**src/msr_params.svh**
```systemverilog
// Constants for the multidrop serial responder: timing in bit times, address limits
`ifndef MSR_PARAMS_SVH
`define MSR_PARAMS_SVH
// Bit times in one byte on the wire: start, eight data, stop
`define MSR_BITS_PER_BYTE 16'h000a
// Nominal fixed response time, 2.5 byte periods in bit times
`define MSR_TR_NOM_BITS 16'h0019
// Extra margin against clock spread between units, half a byte
`define MSR_TR_MARGIN_BITS 16'h0005
// Length of the acknowledge reply in bytes
`define MSR_ACK_LEN_BYTES 16'h0006
// Highest usable unit address
`define MSR_ADDR_MAX 8'hfe
// Smallest clocks-per-bit the counters accept
`define MSR_DIV_MIN 16'h0002
// Line idle level and reset values
`define MSR_LINE_IDLE 1'b1
`define MSR_ZERO16 16'h0000
`endif

```
**src/msr_pkg.sv**
```systemverilog
// Types shared by the multidrop serial responder
`default_nettype none
package msr_pkg;
  // Link wiring as selected in the unit setup
  typedef enum logic [1:0] {
    MSR_LINK_P2P = 2'b00,
    MSR_LINK_FULL = 2'b01,
    MSR_LINK_HALF = 2'b10
  } msr_link_type;
  // Reply scheduler states
  typedef enum logic [1:0] {
    MSR_IDLE = 2'b00,
    MSR_WAIT = 2'b01,
    MSR_GRANT = 2'b10
  } msr_resp_type;
  // End-of-message report from the message parser
  typedef struct packed {
    logic done;
    logic bcast;
    logic [7:0] addr;
  } msr_msg_type;
endpackage : msr_pkg
`default_nettype wire

```
**src/msr_responder.sv**
```systemverilog
// Serial byte link with address filter and staggered broadcast reply scheduling
// What this block does
// - RS-232 and USB: no address filtering
// - Multidrop wiring: each unit holds own address
// - Addressed: only matching unit replies, at once
// - Broadcast processed from final byte received
// - Broadcast reply waits, lower address first
// - Slot delay is (response+reply length) times address
// - Response time 2.5 bytes plus margin
// - Address zero replies with no delay
// - Only data and ground; handshake looped back
// - Unit address range zero to 254
`timescale 1ns/10ps
`default_nettype none
`include "msr_params.svh"
module msr_responder (
  // Clock, reset, enable
  input wire logic clk_in,
  input wire logic rstn_in,
  input wire logic ce_in,
  // Configuration
  input wire msr_pkg::msr_link_type link_mode_in,
  input wire logic [7:0] unit_bus_address_in,
  input wire logic [15:0] baud_div_in,
  // Serial pins
  input wire logic rx_in,
  input wire logic rts_in,
  output logic tx_out,
  output logic tx_oe_out,
  output logic cts_out,
  // Received bytes and end-of-message report
  output logic [7:0] rx_data_out,
  output logic rx_valid_out,
  input wire msr_pkg::msr_msg_type msg_in,
  // Reply bytes
  input wire logic [7:0] tx_data_in,
  input wire logic tx_valid_in,
  input wire logic tx_last_in,
  output logic tx_ready_out,
  output logic reply_grant_out
);

  // Next count of a bit-time divider, reloads on zero
  function automatic logic [15:0] msr_tick_next(input logic [15:0] cnt, input logic [15:0] div);
    return (cnt == `MSR_ZERO16) ? div - 16'h0001 : cnt - 16'h0001;
  endfunction : msr_tick_next

  // Broadcast wait in bit times for an address
  function automatic logic [15:0] msr_slot_delay(input logic [7:0] addr);
    logic [15:0] slot;
    slot = `MSR_TR_NOM_BITS + `MSR_TR_MARGIN_BITS + `MSR_ACK_LEN_BYTES * `MSR_BITS_PER_BYTE;
    return 16'(addr) * slot;
  endfunction : msr_slot_delay

  logic rx_meta_q, rx_sync_q, rts_meta_q, rts_sync_q;
  logic [15:0] div;
  logic [7:0] addr_clamp;
  logic [7:0] addr_q;

  // Config conditioning; a too-small divisor would stall the counters
  assign div = (baud_div_in < `MSR_DIV_MIN) ? `MSR_DIV_MIN : baud_div_in;
  assign addr_clamp = (unit_bus_address_in > `MSR_ADDR_MAX) ? `MSR_ADDR_MAX : unit_bus_address_in;

  // Pin synchronisers and config registers
  always_ff @(posedge clk_in or negedge rstn_in) begin
    if (!rstn_in) begin
      rx_meta_q <= `MSR_LINE_IDLE;
      rx_sync_q <= `MSR_LINE_IDLE;
      rts_meta_q <= 1'b0;
      rts_sync_q <= 1'b0;
      addr_q <= 8'h00;
    end else if (ce_in) begin
      rx_meta_q <= rx_in;
      rx_sync_q <= rx_meta_q;
      rts_meta_q <= rts_in;
      rts_sync_q <= rts_meta_q;
      addr_q <= addr_clamp;
    end
  end

  // Receiver: sample mid-bit, ten bit times per byte
  logic rx_busy_q, rx_busy_d;
  logic [15:0] rx_cnt_q, rx_cnt_d;
  logic [3:0] rx_bit_q, rx_bit_d;
  logic [7:0] rx_sh_q, rx_sh_d, rx_data_q, rx_data_d;
  logic rx_valid_q, rx_valid_d;

  always_comb begin
    rx_busy_d = rx_busy_q;
    rx_cnt_d = rx_cnt_q;
    rx_bit_d = rx_bit_q;
    rx_sh_d = rx_sh_q;
    rx_data_d = rx_data_q;
    rx_valid_d = 1'b0;
    if (!rx_busy_q) begin
      if (!rx_sync_q) begin
        rx_busy_d = 1'b1;
        rx_cnt_d = {1'b0, div[15:1]} - 16'h0001;
        rx_bit_d = 4'h0;
      end
    end else if (rx_cnt_q == `MSR_ZERO16) begin
      rx_cnt_d = msr_tick_next(rx_cnt_q, div);
      if (rx_bit_q == 4'h0) begin
        // Start bit gone high again: a glitch, drop it
        if (rx_sync_q) begin
          rx_busy_d = 1'b0;
        end else begin
          rx_bit_d = 4'h1;
        end
      end else if (rx_bit_q == 4'h9) begin
        rx_busy_d = 1'b0;
        if (rx_sync_q) begin
          rx_valid_d = 1'b1;
          rx_data_d = rx_sh_q;
        end
      end else begin
        rx_sh_d = {rx_sync_q, rx_sh_q[7:1]};
        rx_bit_d = rx_bit_q + 4'h1;
      end
    end else begin
      rx_cnt_d = rx_cnt_q - 16'h0001;
    end
  end

  always_ff @(posedge clk_in or negedge rstn_in) begin
    if (!rstn_in) begin
      rx_busy_q <= 1'b0;
      rx_cnt_q <= `MSR_ZERO16;
      rx_bit_q <= 4'h0;
      rx_sh_q <= 8'h00;
      rx_data_q <= 8'h00;
      rx_valid_q <= 1'b0;
    end else if (ce_in) begin
      rx_busy_q <= rx_busy_d;
      rx_cnt_q <= rx_cnt_d;
      rx_bit_q <= rx_bit_d;
      rx_sh_q <= rx_sh_d;
      rx_data_q <= rx_data_d;
      rx_valid_q <= rx_valid_d;
    end
  end

  assign rx_data_out = rx_data_q;
  assign rx_valid_out = rx_valid_q;

  // Reply scheduler
  msr_pkg::msr_resp_type state_q, state_d;
  logic [15:0] rem_q, rem_d, dly_cnt_q, dly_cnt_d;
  logic dly_tick, multidrop, tx_done, last_q, last_d;

  assign multidrop = (link_mode_in != msr_pkg::MSR_LINK_P2P);
  assign dly_tick = (dly_cnt_q == `MSR_ZERO16);

  always_comb begin
    state_d = state_q;
    rem_d = rem_q;
    dly_cnt_d = msr_tick_next(dly_cnt_q, div);
    // Each new message end restarts scheduling; host spacing keeps this rare
    if (msg_in.done) begin
      dly_cnt_d = div - 16'h0001;
      rem_d = `MSR_ZERO16;
      if (!multidrop) begin
        state_d = msr_pkg::MSR_GRANT;
      end else if (msg_in.bcast) begin
        rem_d = msr_slot_delay(addr_clamp);
        state_d = (rem_d == `MSR_ZERO16) ? msr_pkg::MSR_GRANT : msr_pkg::MSR_WAIT;
      end else if (msg_in.addr == addr_clamp) begin
        state_d = msr_pkg::MSR_GRANT;
      end else begin
        state_d = msr_pkg::MSR_IDLE;
      end
    end else begin
      case (state_q)
        msr_pkg::MSR_WAIT: begin
          if (dly_tick) begin
            rem_d = rem_q - 16'h0001;
            if (rem_q == 16'h0001) begin
              state_d = msr_pkg::MSR_GRANT;
            end
          end
        end
        msr_pkg::MSR_GRANT: begin
          if (tx_done && last_q) begin
            state_d = msr_pkg::MSR_IDLE;
          end
        end
        default: begin
          state_d = msr_pkg::MSR_IDLE;
        end
      endcase
    end
  end

  always_ff @(posedge clk_in or negedge rstn_in) begin
    if (!rstn_in) begin
      state_q <= msr_pkg::MSR_IDLE;
      rem_q <= `MSR_ZERO16;
      dly_cnt_q <= `MSR_ZERO16;
    end else if (ce_in) begin
      state_q <= state_d;
      rem_q <= rem_d;
      dly_cnt_q <= dly_cnt_d;
    end
  end

  // Transmitter and line driver
  logic tx_busy_q, tx_busy_d, tx_q, tx_d, oe_q, oe_d, cts_q, cts_d, ready_q, ready_d, grant_q, grant_d;
  logic [15:0] tx_cnt_q, tx_cnt_d;
  logic [3:0] tx_bit_q, tx_bit_d;
  logic [9:0] tx_sh_q, tx_sh_d;
  logic accept;

  assign accept = tx_valid_in && ready_q;
  assign tx_done = tx_busy_q && (tx_cnt_q == `MSR_ZERO16) && (tx_bit_q == 4'h9);

  always_comb begin
    tx_busy_d = tx_busy_q;
    tx_cnt_d = tx_cnt_q;
    tx_bit_d = tx_bit_q;
    tx_sh_d = tx_sh_q;
    last_d = last_q;
    if (accept) begin
      // Only granted units ever load a byte
      tx_busy_d = 1'b1;
      tx_sh_d = {1'b1, tx_data_in, 1'b0};
      tx_cnt_d = div - 16'h0001;
      tx_bit_d = 4'h0;
      last_d = tx_last_in;
    end else if (tx_busy_q) begin
      tx_cnt_d = msr_tick_next(tx_cnt_q, div);
      if (tx_cnt_q == `MSR_ZERO16) begin
        tx_sh_d = {1'b1, tx_sh_q[9:1]};
        tx_bit_d = tx_bit_q + 4'h1;
        if (tx_done) begin
          tx_busy_d = 1'b0;
        end
      end
    end
    tx_d = tx_busy_d ? tx_sh_d[0] : `MSR_LINE_IDLE;
    // Shared bus: drive only while granted or finishing a byte
    oe_d = (link_mode_in == msr_pkg::MSR_LINK_P2P) || (state_d == msr_pkg::MSR_GRANT) || tx_busy_d;
    ready_d = (state_d == msr_pkg::MSR_GRANT) && !tx_busy_d;
    grant_d = (state_d == msr_pkg::MSR_GRANT);
    cts_d = rts_sync_q;
  end

  always_ff @(posedge clk_in or negedge rstn_in) begin
    if (!rstn_in) begin
      tx_busy_q <= 1'b0;
      tx_cnt_q <= `MSR_ZERO16;
      tx_bit_q <= 4'h0;
      tx_sh_q <= 10'h3ff;
      last_q <= 1'b0;
      tx_q <= `MSR_LINE_IDLE;
      oe_q <= 1'b0;
      ready_q <= 1'b0;
      grant_q <= 1'b0;
      cts_q <= 1'b0;
    end else if (ce_in) begin
      tx_busy_q <= tx_busy_d;
      tx_cnt_q <= tx_cnt_d;
      tx_bit_q <= tx_bit_d;
      tx_sh_q <= tx_sh_d;
      last_q <= last_d;
      tx_q <= tx_d;
      oe_q <= oe_d;
      ready_q <= ready_d;
      grant_q <= grant_d;
      cts_q <= cts_d;
    end
  end

  assign tx_out = tx_q;
  assign tx_oe_out = oe_q;
  assign tx_ready_out = ready_q;
  assign reply_grant_out = grant_q;
  assign cts_out = cts_q;

  // Checks on scheduling and line behaviour
  property p_p2p_grant;
    @(posedge clk_in) disable iff (!rstn_in)
    (ce_in && msg_in.done && link_mode_in == msr_pkg::MSR_LINK_P2P) |=> reply_grant_out;
  endproperty
  a_p2p_grant: assert property (p_p2p_grant) else $error("point-to-point message not granted");
  property p_addr_match;
    @(posedge clk_in) disable iff (!rstn_in)
    (ce_in && msg_in.done && multidrop && !msg_in.bcast && msg_in.addr == addr_clamp) |=> reply_grant_out;
  endproperty
  a_addr_match: assert property (p_addr_match) else $error("matching unit did not reply at once");
  property p_addr_silent;
    @(posedge clk_in) disable iff (!rstn_in)
    (ce_in && msg_in.done && multidrop && !msg_in.bcast && msg_in.addr != addr_clamp && !tx_busy_q)
      |=> (!tx_oe_out && !tx_ready_out);
  endproperty
  a_addr_silent: assert property (p_addr_silent) else $error("unaddressed unit drives the bus");
  property p_zero_addr;
    @(posedge clk_in) disable iff (!rstn_in)
    (ce_in && msg_in.done && multidrop && msg_in.bcast && addr_clamp == 8'h00) |=> reply_grant_out;
  endproperty
  a_zero_addr: assert property (p_zero_addr) else $error("address zero delayed its reply");
  property p_bcast_load;
    @(posedge clk_in) disable iff (!rstn_in)
    (ce_in && msg_in.done && multidrop && msg_in.bcast && addr_clamp != 8'h00)
      |=> (state_q == msr_pkg::MSR_WAIT && rem_q == msr_slot_delay($past(addr_clamp)) && !reply_grant_out);
  endproperty
  a_bcast_load: assert property (p_bcast_load) else $error("broadcast wait not loaded from address");
  property p_wait_hold;
    @(posedge clk_in) disable iff (!rstn_in)
    (ce_in && !msg_in.done && state_q == msr_pkg::MSR_WAIT && rem_q > 16'h0001) |=> !reply_grant_out;
  endproperty
  a_wait_hold: assert property (p_wait_hold) else $error("reply granted before slot delay ended");
  property p_wait_end;
    @(posedge clk_in) disable iff (!rstn_in)
    (ce_in && !msg_in.done && state_q == msr_pkg::MSR_WAIT && rem_q == 16'h0001 && dly_tick) |=> reply_grant_out;
  endproperty
  a_wait_end: assert property (p_wait_end) else $error("grant missing when slot delay ended");
  property p_tx_gated;
    @(posedge clk_in) disable iff (!rstn_in)
    (tx_valid_in && tx_ready_out) |-> (state_q == msr_pkg::MSR_GRANT && tx_oe_out);
  endproperty
  a_tx_gated: assert property (p_tx_gated) else $error("byte accepted outside reply window");
  // Loopback follows the synchronised line in both directions, one cycle behind
  property p_cts_loop;
    @(posedge clk_in) disable iff (!rstn_in)
    ce_in |=> (cts_out == $past(rts_sync_q));
  endproperty
  a_cts_loop: assert property (p_cts_loop) else $error("handshake loopback broken");
  property p_addr_range;
    @(posedge clk_in) disable iff (!rstn_in)
    addr_q <= `MSR_ADDR_MAX;
  endproperty
  a_addr_range: assert property (p_addr_range) else $error("unit address out of range");

endmodule : msr_responder
`default_nettype wire

```
**config.mk**
```make
export PLATFORM = sky130hd
export DESIGN_NAME = msr_responder
export DESIGN_NICKNAME = d
export VERILOG_FILES = /design/src/msr_pkg.sv /design/src/msr_responder.sv
export VERILOG_INCLUDE_DIRS = /design/src
export SDC_FILE = /design/constraint.sdc
export NUM_CORES = 1
export LEC_CHECK = 0
export ABC_CLOCK_PERIOD_IN_PS = 3830
export BUFFER_PORTS_ARGS = -buffer_cell sky130_fd_sc_hd__clkbuf_2
export CAP_MARGIN = 15
export CORE_MARGIN = 4
export CORE_UTILIZATION = 35
export CTS_BUF_LIST = sky130_fd_sc_hd__clkbuf_4 sky130_fd_sc_hd__clkbuf_8
export DETAILED_ROUTE_END_ITERATION = 10
export GPL_ROUTABILITY_DRIVEN = 0
export PLACE_DENSITY = 0.48
export SKIP_CTS_REPAIR_TIMING = 1
export SYNTH_ARGS = -nofsm -noshare
export SYNTH_HDL_FRONTEND = slang
export SYNTH_SLANG_ARGS = --single-unit
```
**constraint.sdc**
```tcl
create_clock -name clk_in -period 3.83 [get_ports clk_in]
set_input_delay 0.383 -clock clk_in [delete_from_list [all_inputs] [get_ports clk_in]]
set_output_delay 0.383 -clock clk_in [all_outputs]
set_load 0.05 [all_outputs]
```
==> results.cfg <==
[cts]
worstSkewPairLatency_ns = 0.45
cts_sinks = 113
clock_path_buffers = 2
clockRootBuffer = clkbuf_8
h-tree-depth = 4
path_clk_slew_ns = 0.08
cts_buffers = 17
cts_tree = yes

[cells_and_area]
mostFrequentLayoutCells = 100 x dfrtp_1, 91 x nand2_1, 84 x nor2_1, 81 x a21oi_1, 71 x o21ai_0
fin_cells = 1386
area_growth_syn_to_layout_pct = 20.6
drive_above_1_share = 0.247
final_core_util = 0.434
antenna_cells = 0
layout.nets = 1157
final_common_cell = dfrtp_1

[job]
max-cap-violations = 0

[critical_path]
crit_required_ns = 4.21
r2r-start = tx_cnt_q[0]$_DFFE_PN0P_
cp_cell_sequence = buf_6 > nand3_4 > nor3_4 > nor2_2 > ha_2 > inv_2 > fa_2 > fa_1 > inv_2 > ha_4 > o21a_4 > a2111oi_4 > nor3_2 > a211oi_2 > nand4b_1 > a221oi_4 > mux2_4
worst_setup_path_start_kind = primary input
crit_cells = 17
crit_buf_inv = 3
crit_path_end_kind = flop
cp_data_arrival_time_ns = 4.03
critPathSlowestCell = fa_1
timing.rr.end = tx_oe_out$_DFFE_PN0P_
critical_path_class = primary input to flop
crit_top_cell = inv_2
rrSetupSlack_ns = 0.77
path_max_fanout = 4
crit_family = adder cells
cpPeakStageDelay_ns = 0.51
reg2reg_depth = 9

[global_routing]
antenna_found_initial = 0
grt_pass1_vias = 7250
track_usage = 0.185
grt_pass1_wl_mm = 39.2
grt_overflow = 0
grt_start_max_net_pins = 63

[synth]
synthArstFlopShare = 1.00
synth_fa_ha_area_frac = 0.0789
synth-simple-area-share = 0.220
synth_area_um2 = 8240
synth_top_family_by_area = simple AND/OR/NAND/NOR gates
synth_seq_cells = 113
synth_ff_type = dfrtp_1
ys_seq_area_frac = 0.345
syn_area_per_cell_um2 = 8.63
syn_nets = 1052
synthCells = 955
synthXorXnorAreaFrac = 0.0553
synth_edf_count = 0
synth_compound_area_frac = 0.212
synth.area.mux_share = 0.0392
ys_types = 82
synth-warning-count = 0

[timing]
period_needed_ns = 3.65
hold_ws_ns = -0.0310
rsz0062_at_grt = yes
fmaxAchievable_mhz = 274
maxSlewHeadroom = 0.342
fin_crit_sh = 0.953
setup_slack_ns = 0.181
setup_tns_ns = 0
setup_violations = 0
final-hold-violation-count = 12
slew_viol_final = 0
skew_ns = 0.0214
worstMarginPinSlew_ns = 0.983

[floorplanning]
io_pins = 65
dieWidth_um = 161
die_y_um = 161
fp.coreArea_um2 = 22900
start_util = 0.360
rows = 55
dieArea_um2 = 26100

[placed_design]
numPortBuffers = 64
dpl_worst_slack_ns = -0.381
dpl.cell_count = 1354
place_hpwl_mm = 17.8

[detailed_routing]
drt_iter0_markers = 549
wl_per_cell_um = 17.5
wl_mm = 24.2
drc = 0
drt_pass1_iterations = 5
ant_nets = 0
num_vias = 7355
routed_via_density = 5.31

[power_and_ir_drop]
power_density_nw_per_um2 = 482
p_leak_nw = 4.17
irDropWorstVdd_mv = 0.202

[run_status]
status = finished, violations left
violations = negative hold slack

[hold_path]
min_path_type = primary input to async pin
-- metal layers --
metal  GRT usage  wire, um
met5           0         0
met4      0.0353       231
met3      0.0378       914
met2       0.288     10800
met1       0.270     12200
-- cell usage after synthesis (all sizes together), types with 4 or more instances --
| cell | count | area (um2) |
|---|---|---|
| a22o | 12 | 105 |
| xor2 | 18 | 158 |
| a211oi | 7 | 52.6 |
| o221ai | 4 | 35.0 |
| nor2b | 5 | 31.3 |
| o21ai | 73 | 365 |
| o211ai | 11 | 82.6 |
| dfstp | 13 | 342 |
| inv | 47 | 176 |
| dfrtp | 100 | 2500 |
| or3 | 15 | 100 |
| nor4 | 18 | 170 |
| or4 | 7 | 67.6 |
| fa | 10 | 200 |
| nand4b | 5 | 43.8 |
| o21a | 9 | 67.6 |
| buf | 7 | 43.8 |
| nand2b | 7 | 43.8 |
| and2 | 10 | 62.6 |
| a21o | 7 | 52.6 |
| nand4 | 8 | 56.3 |
| xnor2 | 34 | 298 |
| nor3 | 33 | 170 |
| nand3 | 33 | 175 |
| nor3b | 4 | 30.0 |
| a21oi | 84 | 424 |
| clkbuf | 39 | 186 |
| nor2 | 86 | 325 |
| ha | 36 | 450 |
| o31ai | 9 | 67.6 |
| and3 | 5 | 32.5 |
| o22ai | 13 | 81.3 |
| mux2 | 26 | 293 |
| or2 | 7 | 43.8 |
| nand2 | 93 | 349 |
| a32o | 6 | 60.1 |
| a22oi | 9 | 67.6 |
-- stage by stage --
step                cell area [um2]  hold WS [ns]  power [W]
floorplan                      8380        0.0874    0.00285
global placement               9370         0.487    0.00348
detailed placement             9370         0.484    0.00349
CTS                            9790      -0.00683    0.00475
global route                   9940        0.0346    0.00513
finish                         9940       -0.0310    0.00479
-- power by group --
group	switching [W]	internal [W]
combinational	0.000968	0.000824
clock	0.000564	0.000669
sequential	0.000281	0.00148
-- final cells by class --
type                       count  area (um2)
timing repair buffer         132         897
multi-input combinational    749        5210
clock inverter                14         178
clock buffer                  18         248
inverter                      47         176
tap                          313         392
sequential                   113        2840
fill                        2320       13000
-- state kept, by name, summed over array words and instances (netlist names), 2 cells and up --
name         count
tx_sh_q         10
dly_cnt_q       16
tx_bit_q         4
rx_sh_q          8
rx_bit_q         4
rx_data_out      8
rx_cnt_q        16
rem_q           16
tx_cnt_q        16
state_q          2
-- cell families (layout without fill, tap and decap cells) --
kind of cell | count (synthesis) | in the layout
and+or+nand+nor | 349 | 349
AOI/OAI and AO/OA | 273 | 273
DFF | 113 | 113
buffers and inverters | 93 | 211
xor gates and xnor gates | 52 | 52
adders and majority gates | 46 | 46
muxes | 29 | 29
-- worst max path at each step --
stage	slack, ns	to	from
after floorplan	-0.04	reply_grant_out$_DFFE_PN0P_	unit_bus_address_in[1]
after global placement	-0.33	reply_grant_out$_DFFE_PN0P_	unit_bus_address_in[5]
after global routing	-0.02	reply_grant_out$_DFFE_PN0P_	unit_bus_address_in[5]
after CTS	0.08	reply_grant_out$_DFFE_PN0P_	unit_bus_address_in[5]
after detailed placement	-0.38	reply_grant_out$_DFFE_PN0P_	unit_bus_address_in[5]
final	0.18	reply_grant_out$_DFFE_PN0P_	unit_bus_address_in[6]
No activity file was read; power rests on OpenSTA's default activity.
